$ cat src/sfc_pkg.sv
// sfc_pkg: constants, register layouts and carrier types of the supply fault input conditioner
// How it works
// RQ1 - dual input is detector or logic, never both
// RQ2 - detector flags undervoltage, overvoltage or window fault
// RQ3 - thresholds held as 8-bit codes per range
// RQ4 - four input ranges selectable per input
// RQ5 - range choice limited by input kind
// RQ6 - asserted fault releases only past hysteresis
// RQ7 - hysteresis is a 5-bit span code
// RQ8 - glitch filter timeout programmable 0 to 100us
// RQ9 - filter drops short pulses, delays passed edges
// RQ10 - logic-mode detector warns on mapped dedicated input
// RQ11 - warning detector uses primary range, flags warning
// RQ12 - warnings readable and ORed to sequencing engine
// RQ13 - logic input selects level or edge detection
// RQ14 - level mode outputs buffered input copy
// RQ15 - edge mode emits one programmable-width pulse
// RQ16 - logic inputs share the glitch filter
// RQ17 - selectable weak pull-down on logic inputs
// RQ18 - conditioned logic inputs go to sequencing engine
// RQ19 - async inputs pass two flip-flops first
// RQ20 - timers count a fixed microsecond tick
package sfc_pkg;
  // ---------------------------------------------------------------
  // geometry and timing
  // ---------------------------------------------------------------
  localparam int NUM_CH     = 10;
  localparam int NUM_DUAL   = 5;
  localparam int DUAL_BASE  = 5;
  localparam int HV_CH      = 4;
  localparam int CLK_NS     = 100;
  localparam int TICK_NS    = 1000;
  localparam int TICK_CYC   = TICK_NS / CLK_NS;
  localparam int TICK_W     = 4;
  localparam int TMR_MAX_US = 100;
  localparam int TMR_TICKS  = TMR_MAX_US * 1000 / TICK_NS;
  localparam int TMR_W      = 7;
  localparam int THR_W      = 8;
  localparam int HYS_W      = 5;

  // input ranges: bottom/span 0.573/0.802, 1.25/1.75, 2.5/3.5, 4.8/9.6 volts
  localparam logic [1:0] RNG_0V573 = 2'h0;
  localparam logic [1:0] RNG_1V25  = 2'h1;
  localparam logic [1:0] RNG_2V5   = 2'h2;
  localparam logic [1:0] RNG_4V8   = 2'h3;

  // fault detection modes
  localparam logic [1:0] FM_OFF = 2'h0;
  localparam logic [1:0] FM_UV  = 2'h1;
  localparam logic [1:0] FM_OV  = 2'h2;
  localparam logic [1:0] FM_WIN = 2'h3;

  // ---------------------------------------------------------------
  // register map (byte addresses)
  // ---------------------------------------------------------------
  localparam int          ADDR_W    = 12;
  localparam logic [11:0] ADDR_CH0  = 12'h000;
  localparam logic [11:0] ADDR_DUAL = 12'h028;
  localparam logic [11:0] ADDR_PW   = 12'h02C;
  localparam logic [11:0] ADDR_STAT = 12'h030;
  localparam logic [31:0] DUAL_MASK = 32'h00007FFF;

  // per-channel config word; reset value is all zero except channel 4 (HV_CH), whose range resets to RNG_2V5
  typedef struct packed {
    logic [TMR_W-1:0] gf;
    logic [1:0]       fm;
    logic [1:0]       rng;
    logic [HYS_W-1:0] hys;
    logic [THR_W-1:0] ov;
    logic [THR_W-1:0] uv;
  } sfc_ch_cfg_t;

  typedef struct packed {
    logic [16:0]         rsvd;
    logic [NUM_DUAL-1:0] pd;
    logic [NUM_DUAL-1:0] edge_md;
    logic [NUM_DUAL-1:0] logic_md;
  } sfc_dual_cfg_t;

  typedef struct packed {
    logic              psel;
    logic              penable;
    logic              pwrite;
    logic [ADDR_W-1:0] paddr;
    logic [31:0]       pwdata;
  } sfc_apb_req_t;

  typedef struct packed {
    logic [31:0] prdata;
    logic        pready;
    logic        pslverr;
  } sfc_apb_rsp_t;
endpackage : sfc_pkg

$ cat src/sfc_top.sv
// sfc_top: supervised input conditioning with APB registers
module sfc_top
  import sfc_pkg::*;
#(
  parameter int GF_MAX = TMR_TICKS
) (
  input  wire logic                              clk,
  input  wire logic                              rst,
  input  wire sfc_apb_req_t                      apb_req,
  output sfc_apb_rsp_t                           apb_rsp,
  input  wire logic [NUM_CH-1:0]                 uv_below,
  input  wire logic [NUM_CH-1:0]                 ov_above,
  input  wire logic [NUM_DUAL-1:0]               dual_function_input,
  output logic      [NUM_CH-1:0][THR_W-1:0]      uv_thr,
  output logic      [NUM_CH-1:0][THR_W-1:0]      ov_thr,
  output logic      [NUM_CH-1:0][1:0]            range_sel,
  output logic      [NUM_CH-1:0]                 fault,
  output logic                                   warning,
  output logic      [NUM_DUAL-1:0]               logic_in,
  output logic      [NUM_DUAL-1:0]               pull_dn_en
);
  // ---------------------------------------------------------------
  // elaboration checks
  // ---------------------------------------------------------------
  if (GF_MAX < 1 || GF_MAX > (1 << TMR_W) - 1) begin : g_chk
    $error("GF_MAX does not fit the timer width");
  end

  // ---------------------------------------------------------------
  // state
  // ---------------------------------------------------------------
  typedef struct packed {
    sfc_ch_cfg_t [NUM_CH-1:0]               cfg;
    sfc_dual_cfg_t                          dual;
    logic [TMR_W-1:0]                       pw;
    sfc_apb_rsp_t                           rsp;
    logic [TICK_W-1:0]                      tick_cnt;
    logic                                   tick;
    logic [NUM_CH-1:0]                      uv_s1;
    logic [NUM_CH-1:0]                      uv_s2;
    logic [NUM_CH-1:0]                      ov_s1;
    logic [NUM_CH-1:0]                      ov_s2;
    logic [NUM_DUAL-1:0]                    pin_s1;
    logic [NUM_DUAL-1:0]                    pin_s2;
    logic [NUM_CH-1:0]                      uv_flag;
    logic [NUM_CH-1:0]                      ov_flag;
    logic [NUM_CH+NUM_DUAL-1:0]             gf_out;
    logic [NUM_CH+NUM_DUAL-1:0][TMR_W-1:0]  gf_cnt;
    logic [NUM_DUAL-1:0]                    prev;
    logic [NUM_DUAL-1:0]                    pulse_on;
    logic [NUM_DUAL-1:0][TMR_W-1:0]         pulse_cnt;
    logic [NUM_CH-1:0]                      fault;
    logic [NUM_DUAL-1:0]                    warn;
    logic                                   warning;
    logic [NUM_DUAL-1:0]                    logic_in;
    logic [NUM_DUAL-1:0]                    pull_dn;
    logic [NUM_CH-1:0][THR_W-1:0]           thr_uv;
    logic [NUM_CH-1:0][THR_W-1:0]           thr_ov;
    logic [NUM_CH-1:0][1:0]                 rng;
  } sfc_state_t;

  sfc_state_t st_ff;
  sfc_state_t nxt_st;

  // ---------------------------------------------------------------
  // helpers
  // ---------------------------------------------------------------
  // ranges the pins cannot reach are pulled to the nearest legal one
  function automatic logic [1:0] legal_rng(input int ch, input logic [1:0] r);
    if (ch == HV_CH) begin
      return (r < RNG_2V5) ? RNG_2V5 : r;
    end else if (ch < HV_CH) begin
      return (r == RNG_4V8) ? RNG_2V5 : r;
    end
    return RNG_0V573;
  endfunction : legal_rng

  // timer codes past what the counter serves are pulled to the longest supported
  function automatic logic [TMR_W-1:0] clamp_t(input logic [TMR_W-1:0] v);
    return (v > TMR_W'(GF_MAX)) ? TMR_W'(GF_MAX) : v;
  endfunction : clamp_t

  // saturate so a large hysteresis cannot wrap the threshold code
  function automatic logic [THR_W-1:0] sat_add(input logic [THR_W-1:0] a, input logic [HYS_W-1:0] h);
    logic [THR_W:0] s;
    s = {1'b0, a} + (THR_W+1)'(h);
    return s[THR_W] ? {THR_W{1'b1}} : s[THR_W-1:0];
  endfunction : sat_add

  // floor at zero for the same reason on the overvoltage side
  function automatic logic [THR_W-1:0] sat_sub(input logic [THR_W-1:0] a, input logic [HYS_W-1:0] h);
    return (a < THR_W'(h)) ? '0 : a - THR_W'(h);
  endfunction : sat_sub

  // mode picks which tripped comparator counts as a fault
  function automatic logic det(input logic [1:0] fm, input logic uv, input logic ov);
    return ((fm == FM_UV || fm == FM_WIN) && uv) || ((fm == FM_OV || fm == FM_WIN) && ov);
  endfunction : det

  // ---------------------------------------------------------------
  // next state
  // ---------------------------------------------------------------
  always_comb begin
    logic [NUM_CH-1:0] raw;
    logic              src;
    logic [TMR_W-1:0]  to;
    logic              setup;
    logic              acc;
    logic              ch_hit;
    logic [3:0]        idx;
    int                p;
    sfc_ch_cfg_t       wcfg;
    raw    = '0;
    src    = 1'b0;
    to     = '0;
    p      = 0;
    nxt_st = st_ff;
    wcfg   = sfc_ch_cfg_t'(apb_req.pwdata);
    // apb phases decoded from the request levels
    setup  = apb_req.psel & ~apb_req.penable;
    acc    = apb_req.psel & apb_req.penable & st_ff.rsp.pready;
    // channel words sit below the dual word, one aligned word each
    ch_hit = (apb_req.paddr < ADDR_DUAL) && (apb_req.paddr[1:0] == 2'h0);
    idx    = apb_req.paddr[5:2];

    // fixed 1 us tick shared by all timers
    nxt_st.tick = 1'b0; // RQ20
    if (st_ff.tick_cnt == TICK_W'(TICK_CYC - 1)) begin
      nxt_st.tick_cnt = '0;
      nxt_st.tick     = 1'b1;
    end else begin
      nxt_st.tick_cnt = st_ff.tick_cnt + 1'b1;
    end

    // apb: zero wait states, read data and error captured in setup
    nxt_st.rsp.pready  = setup;
    nxt_st.rsp.pslverr = 1'b0;
    if (setup) begin
      nxt_st.rsp.pslverr = 1'b1;
      nxt_st.rsp.prdata  = '0;
      if (ch_hit) begin
        nxt_st.rsp.pslverr = 1'b0;
        nxt_st.rsp.prdata  = st_ff.cfg[idx];
      end else if (apb_req.paddr == ADDR_DUAL) begin
        nxt_st.rsp.pslverr = 1'b0;
        nxt_st.rsp.prdata  = st_ff.dual;
      end else if (apb_req.paddr == ADDR_PW) begin
        nxt_st.rsp.pslverr = 1'b0;
        nxt_st.rsp.prdata  = 32'(st_ff.pw);
      end else if (apb_req.paddr == ADDR_STAT) begin
        nxt_st.rsp.pslverr = 1'b0;
        nxt_st.rsp.prdata  = 32'({st_ff.logic_in, st_ff.warn, st_ff.fault}); // RQ12
      end
    end
    // writes land at the edge ending the access cycle; a refused setup never writes
    if (acc && apb_req.pwrite && !st_ff.rsp.pslverr) begin
      if (ch_hit) begin
        nxt_st.cfg[idx]     = wcfg; // RQ3 RQ7
        nxt_st.cfg[idx].rng = legal_rng(int'(idx), wcfg.rng); // RQ4 RQ5
        nxt_st.cfg[idx].gf  = clamp_t(wcfg.gf); // RQ8
      end else if (apb_req.paddr == ADDR_DUAL) begin
        nxt_st.dual = sfc_dual_cfg_t'(apb_req.pwdata & DUAL_MASK);
      end else if (apb_req.paddr == ADDR_PW) begin
        nxt_st.pw = clamp_t(apb_req.pwdata[TMR_W-1:0]); // RQ15
      end
    end

    // two-stage synchronisers on comparator and pin levels
    nxt_st.uv_s1  = uv_below; // RQ19
    nxt_st.uv_s2  = st_ff.uv_s1;
    nxt_st.ov_s1  = ov_above;
    nxt_st.ov_s2  = st_ff.ov_s1;
    nxt_st.pin_s1 = dual_function_input;
    nxt_st.pin_s2 = st_ff.pin_s1;

    // hysteresis: a tripped comparator sees its threshold moved back
    nxt_st.uv_flag = st_ff.uv_s2; // RQ6
    nxt_st.ov_flag = st_ff.ov_s2;
    for (int i = 0; i < NUM_CH; i++) begin
      raw[i] = det(st_ff.cfg[i].fm, st_ff.uv_flag[i], st_ff.ov_flag[i]); // RQ2
      nxt_st.thr_uv[i] = st_ff.uv_flag[i] ? sat_add(st_ff.cfg[i].uv, st_ff.cfg[i].hys) : st_ff.cfg[i].uv; // RQ6
      nxt_st.thr_ov[i] = st_ff.ov_flag[i] ? sat_sub(st_ff.cfg[i].ov, st_ff.cfg[i].hys) : st_ff.cfg[i].ov; // RQ7
      nxt_st.rng[i]    = st_ff.cfg[i].rng;
    end
    // a logic-mode dual input lends its comparator to the mapped dedicated input
    for (int j = 0; j < NUM_DUAL; j++) begin
      if (st_ff.dual.logic_md[j]) begin
        nxt_st.rng[DUAL_BASE+j] = st_ff.cfg[j].rng; // RQ10 RQ11
      end
    end

    // glitch filters: 0..9 on detectors, 10..14 on logic pins
    for (int k = 0; k < NUM_CH + NUM_DUAL; k++) begin
      if (k < NUM_CH) begin
        src = raw[k];
        to  = st_ff.cfg[k].gf;
      end else begin
        src = st_ff.pin_s2[k-NUM_CH]; // RQ16
        to  = st_ff.cfg[k-NUM_DUAL].gf;
      end
      if (src == st_ff.gf_out[k]) begin
        nxt_st.gf_cnt[k] = '0; // RQ9
      end else if (st_ff.gf_cnt[k] >= to) begin
        nxt_st.gf_out[k] = src; // RQ8 RQ9
        nxt_st.gf_cnt[k] = '0;
      end else if (st_ff.tick) begin
        nxt_st.gf_cnt[k] = st_ff.gf_cnt[k] + 1'b1;
      end
    end

    // fault/warning split and logic input conditioning
    for (int i = 0; i < NUM_CH; i++) begin
      nxt_st.fault[i] = st_ff.gf_out[i];
    end
    for (int j = 0; j < NUM_DUAL; j++) begin
      p = NUM_CH + j;
      nxt_st.fault[DUAL_BASE+j] = st_ff.gf_out[DUAL_BASE+j] & ~st_ff.dual.logic_md[j]; // RQ1
      nxt_st.warn[j] = st_ff.gf_out[DUAL_BASE+j] & st_ff.dual.logic_md[j]; // RQ11
      nxt_st.prev[j] = st_ff.gf_out[p];
      if (st_ff.gf_out[p] != st_ff.prev[j]) begin
        nxt_st.pulse_on[j]  = 1'b1; // RQ15
        nxt_st.pulse_cnt[j] = st_ff.pw;
      end else if (st_ff.pulse_on[j]) begin
        if (st_ff.pulse_cnt[j] == '0) begin
          nxt_st.pulse_on[j] = 1'b0;
        end else if (st_ff.tick) begin
          nxt_st.pulse_cnt[j] = st_ff.pulse_cnt[j] - 1'b1;
        end
      end
      // RQ13 RQ14 RQ18
      nxt_st.logic_in[j] = st_ff.dual.logic_md[j] &
                           (st_ff.dual.edge_md[j] ? st_ff.pulse_on[j] : st_ff.gf_out[p]);
      nxt_st.pull_dn[j]  = st_ff.dual.logic_md[j] & st_ff.dual.pd[j]; // RQ17
    end
    nxt_st.warning = |st_ff.warn; // RQ12
  end

  // ---------------------------------------------------------------
  // registers and outputs
  // ---------------------------------------------------------------
  // one register holds all state; the high-voltage input resets onto a range it can reach
  always_ff @(posedge clk) begin
    if (rst) begin
      st_ff                <= '0;
      st_ff.cfg[HV_CH].rng <= RNG_2V5; // RQ5
      st_ff.rng[HV_CH]     <= RNG_2V5; // RQ5
    end else begin
      st_ff <= nxt_st;
    end
  end

  // every output is a field of the state register
  assign apb_rsp    = st_ff.rsp;
  assign uv_thr     = st_ff.thr_uv;
  assign ov_thr     = st_ff.thr_ov;
  assign range_sel  = st_ff.rng;
  assign fault      = st_ff.fault;
  assign warning    = st_ff.warning;
  assign logic_in   = st_ff.logic_in;
  assign pull_dn_en = st_ff.pull_dn;

  // cycles since the last tick; reset preloads all ones so the first period counts like the rest
  logic [TICK_W-1:0] tick_gap_ff;
  always_ff @(posedge clk) begin
    if (rst) begin
      tick_gap_ff <= '1;
    end else if (st_ff.tick) begin
      tick_gap_ff <= '0;
    end else begin
      tick_gap_ff <= tick_gap_ff + 1'b1;
    end
  end
endmodule : sfc_top

$ cat config.mk
export PLATFORM = sky130hd
export DESIGN_NAME = sfc_top
export DESIGN_NICKNAME = d
export VERILOG_FILES = /design/src/sfc_pkg.sv /design/src/sfc_top.sv
export SDC_FILE = /design/constraint.sdc
export NUM_CORES = 2
export LEC_CHECK = 0
export BUFFER_PORTS_ARGS = -buffer_cell sky130_fd_sc_hd__buf_2
export CAP_MARGIN = 10
export CORE_MARGIN = 8
export CORE_UTILIZATION = 55
export DETAILED_ROUTE_END_ITERATION = 10
export PLACE_DENSITY = 0.77
export SETUP_SLACK_MARGIN = 0.2
export SLEW_MARGIN = 20
export SYNTH_ARGS = -nofsm -noshare
export SYNTH_HDL_FRONTEND = slang
export SYNTH_SLANG_ARGS = --single-unit
export TNS_END_PERCENT = 10
$ cat constraint.sdc
create_clock -name clk -period 2.3 [get_ports clk]
set_input_delay 0.23 -clock clk [delete_from_list [all_inputs] [get_ports clk]]
set_output_delay 0.23 -clock clk [all_outputs]
set_load 0.01 [all_outputs]
# Word level (Yosys, flattened, before mapping)
# Index checks and enable logic that the tools add are counted.
# word_totals
reg_bits	822
in_bits	74
output_inout_bits	235
elab_cells	557
# classes
add_sub_neg	41
magnitude_cmp	32
n_eq_ne	61
mux	115
bitwise	47
n_reduce_logical	112
# ops
op	count
320-bit bitwise mux	3
32-bit demux with 4-bit select	3
8-bit 2-to-1 mux	40
7-bit 2-to-1 mux	22
32-bit binary-select mux with 4-bit select	1
32-bit 2-to-1 mux	4
7-bit by 1-bit adder with 7-bit output (second input constant)	15
7-bit >= comparator	15
8-bit by 5-bit adder with 9-bit output	10
8-bit by 5-bit less-than comparator with 1-bit output	10
8-bit by 5-bit subtractor with 8-bit output	10
20-bit 2-to-1 mux	3
3-bit OR reduction	15
2-bit == test (second input constant)	21
12-bit by 6-bit == test with 1-bit output (second input constant)	3
7-bit logical NOT	5
7-bit by 1-bit subtractor with 7-bit output (second input constant)	5
2-bit AND reduction	16
1-bit logical OR	30
1-bit 2-to-1 mux	26
1-bit logical AND	24
2-bit 2-to-1 mux	12
1-bit NOT	24
1-bit AND	23
20 further kinds	68

# Longest topological paths before layout
# depth
depth_word	10
depth_mapped	9
mapped_depth_nobuf	9

# Worst setup path before layout
# No wires, ideal clock.
# synth_path
path_type	reg-to-reg
startpoint	register st_ff[807] (netlist name)
endpoint	register st_ff, in the netlist uv_thr[79]
setup_ps	115
arrival_ps	2060
required_ps	2185
slack_ps	125
path_stages_with_launch	8
path_buffers	0
period_less_slack_ps	2175
path_cell_list	dfxtp_1 > ha_1 > fa_1 > a21o_1 > a21oi_1 > o21bai_1 > or4_1 > and3_1
# synth_via
elab_chain_len	3
# synth_lines
item	line_no	rtl
from (decl)	sfc_top.sv:62	sfc_state_t st_ff;
from (signal assigned)	sfc_top.sv:248	st_ff <= nxt_st;
8-bit by 5-bit adder with 9-bit output	sfc_top.sv:86	s = {1'b0, a} + (THR_W+1)'(h);
8-bit 2-to-1 mux	sfc_top.sv:87	return s[THR_W] ? {THR_W{1'b1}} : s[THR_W-1:0];
8-bit 2-to-1 mux	sfc_top.sv:181	nxt_st.thr_uv[i] = st_ff.uv_flag[i] ? sat_add(st_ff.cfg[i].uv, st_ff.cfg[i].hys) : st_ff.cfg[i].uv;
# No other way between the ends.
# A chain may end at the register's enable or synchronous reset.

# Worst setup path in the final report
# layout_path
startpoint	register st_ff[823] (netlist name)
endpoint	register st_ff, in the netlist uv_thr[79]
# The elaborated chain is that of the path after synthesis.

==> impl_metrics.ini <==
[run_status]
status = finished clean

[yosys]
synth_area_leader_cell = dfxtp_1
async_flop_share_pct = 0
ys_ff_latch = 822
yosysSeqAreaShare_pct = 39.2
synth_top_area_share_pct = 39.2
synth_cells = 4757
ys.flop_type = dfxtp_1
synth.avg_cell_area_um2 = 8.83
yosys_warnings = 0
synth_top_family_by_area = simple AND/OR/NAND/NOR gates
synthXorXnorAreaFrac_pct = 3.79
muxShareOfSynthArea_pct = 7.24
synth_adder_area_share_pct = 7.86
synth_compound_area_share_pct = 14.8
ys_top_cells_by_area = dfxtp_1 39%, ha_1 6.9%, nand2_1 6.5%, buf_4 4.6%, a21oi_1 4.2%
syn-num-nets = 5083
netlist_area_um2 = 42000
ys_types = 70
yosys.area_share.simple_pct = 18.0
synth_edf_count = 0

[cells_and_area]
final_common_cell = dfxtp_1
area_delta_synth_final_pct = 11.6
drive_above_1_share_pct = 19.3
mostFrequentLayoutCells = 806 x dfxtp_1, 723 x nand2_1, 337 x a21oi_1, 304 x buf_2, 280 x nor2_1
final_core_util_pct = 61.8
nets = 5191

[routing]
dr.pass1.iters = 6
drt_iter0_drc = 4168
viasPerCell = 5.99
routed_wl_um = 132000
drc = 0
wl_per_cell_um = 22.3
vias = 35400
ant_nets = 0

[sta]
max_slew.worst_pin.slew_ns = 0.942
setup_ws_ns = 0.175
finalHoldViolations = 0
rsz0062_at_grt = true
slew_viol_final = 0
max_freq_ghz = 0.471
setup_tns_ns = 0
setup_viol = 0
min_period_over_period_pct = 92.4
layout_min_cycle_time_ns = 2.13
slew-limit-headroom_pct = 36.9
finClkSkew_ns = 0.0250

[critical_path]
r2r_cells = 7
critical_path.max_fanout = 3
critPathSlowestCell = or4_1
critical_path_required_ns = 2.84
timing.rr.start = st_ff[823]
endpoint_kind = flip-flop
arrival_ns = 2.66
max_stage_delay_ns = 0.52
cp-start-kind = flip-flop
rr_endpoint = uv_thr[79]
crit_chain = ha_4 -> fa_2 -> a21o_1 -> a21oi_2 -> o21bai_1 -> or4_1 -> and3_1
r2r_slack_ns = 0.17
crit_type = flip-flop to flip-flop

[clocking]
cts-root-buf = clkbuf_16
h-tree-depth = 3
clk_latency_ns = 0.65
cts.sinks = 822
clock_path_buffers = 3
clk_pin_slew_worst_paths_ns = 0.06
cts_buffers = 87
tritoncts = yes

[floorplan]
dieArea_um2 = 85500
dieHeight_um = 292
fp-row-count = 101
coreArea_um2 = 75800
initial_core_util_pct = 55.4
die_w_um = 292
top_level_ports = 309

[grt]
grt_pass1_vias = 33300
grt_pass1_wl_um = 198000
grt.total_usage_pct = 29.4
grt_max_degree = 90
antenna_found_initial = 16
grt_overflow = 0

[placed_design]
post-place-ws_ns = 0.0637
port-buffer-count = 308
finalWeightedCongestion = 0.994
place_hpwl_um = 98000

[hold_path]
hold_start = apb_req[15]
hold_path_depth = 3
min_path_type = input port to flip-flop
hold_path_end = st_ff[822]

[power_and_ir_drop]
leakagePower_nw = 17.7
ir_drop_uv = 495
power_density_nw_per_um2 = 637

[job]
maxCapViolations = 0
==> worst max-delay path, delay by kind of cell, from the launching register on <==
kind	cells	cell delay (ns)
AOI/OAI and AO/OA	3	0.44
adders and majority gates	2	0.53
DFF	1	0.36
and+or+nand+nor	2	0.69
==> metrics by stage <==
step / cell area, um^2 / power [mW] / hold WS (ns) / cells
2_1_floorplan: 42000 / 15.5 / 0.358 / 4757
3_3_place_gp: 43400 / 16.0 / 0.421 / 5716
3_5_place_dp: 43400 / 16.0 / 0.421 / 5716
4_1_cts: 46700 / 30.0 / 0.00157 / 5910
5_1_grt: 46900 / 30.7 / 0.0258 / 5912
6_report: 46900 / 29.9 / 0.0344 / 5914
==> Yosys cell counts (all sizes together), types with 27 or more instances <==
cell type  count
buf          346
clkbuf       147
a22oi         28
ha           232
nor2b        116
nand4         43
a221oi        28
o211ai        35
inv          211
a211oi        63
mux2i        153
and3          40
mux2          38
xnor2        100
a31oi         42
xor2          82
nor2         280
or3           27
dfxtp        822
nand3         98
a21oi        447
nand2        764
mux4          48
o21ai        174
a21o          64
nor4          35
or4           32
nand2b        37
nor3          29
==> cell families (layout without fill, tap and decap cells) <==
group | count (synthesis) | count (layout)
adders and majority gates | 252 | 252
muxes | 239 | 239
xor gates and xnor gates | 182 | 182
and+or+nand+nor | 1576 | 1576
buffers and inverters | 704 | 880
other | 0 | 3
AOI/OAI and AO/OA | 982 | 982
DFF | 822 | 822
==> sequential cells by signal, summed over array words and instances, names as in the netlist <==
signal	flops
st_ff	522
ov_thr	80
uv_thr	80
nxt_st	65
apb_rsp	34
range_sel	20
fault	10
logic_in	5
pull_dn_en	5
warning	1
==> routing by layer <==
layer | GRT usage, % | part of all wire [%] | vias to the layer above
met3 | 6.48 | 11 | 356
met2 | 44.7 | 43 | 1891
met4 | 14.8 | 5.3 | 14
li1 | - | - | 16400
met1 | 39.2 | 41 | 16800
met5 | 0 | 0.061 | -
==> worst max-delay path by stage <==
stage,startpoint,endpoint,cells after the start
floorplan,st_ff[807],uv_thr[79],7
global placement,st_ff[759],uv_thr[57],7
detailed placement,st_ff[791],uv_thr[65],7
CTS,st_ff[663],ov_thr[32],8
global route,st_ff[791],uv_thr[71],7
finish,st_ff[823],uv_thr[79],7
==> final cells by class <==
class	count	area, um^2
clock buffers	120	2470
multi-input cells	3231	22000
clock inverters	37	368
diodes	3	7.51
well taps	978	1220
fillers	6226	28900
inverters	211	795
repair buffers	512	3570
flip-flops and latches	822	16500
==> report_power, final <==
part / total (mW) / internal, mW / switching, mW
Combinational: 1.34 / 0.446 / 0.896
Clock: 14.1 / 8.20 / 5.89
Sequential: 14.5 / 14.4 / 0.102
Total: 29.9 / 23.0 / 6.88
==> what timing repair did <==
action,4_1_cts,5_1_grt
endpoints found under the hold margin,68,0
setup buffers,1,1
hold buffers,36,0
pin swaps,3,21
endpoints found under the setup margin,56,168
gates resized for setup,19,61
gates cloned,0,0
Note: power is estimated with default switching activity, not from simulation.
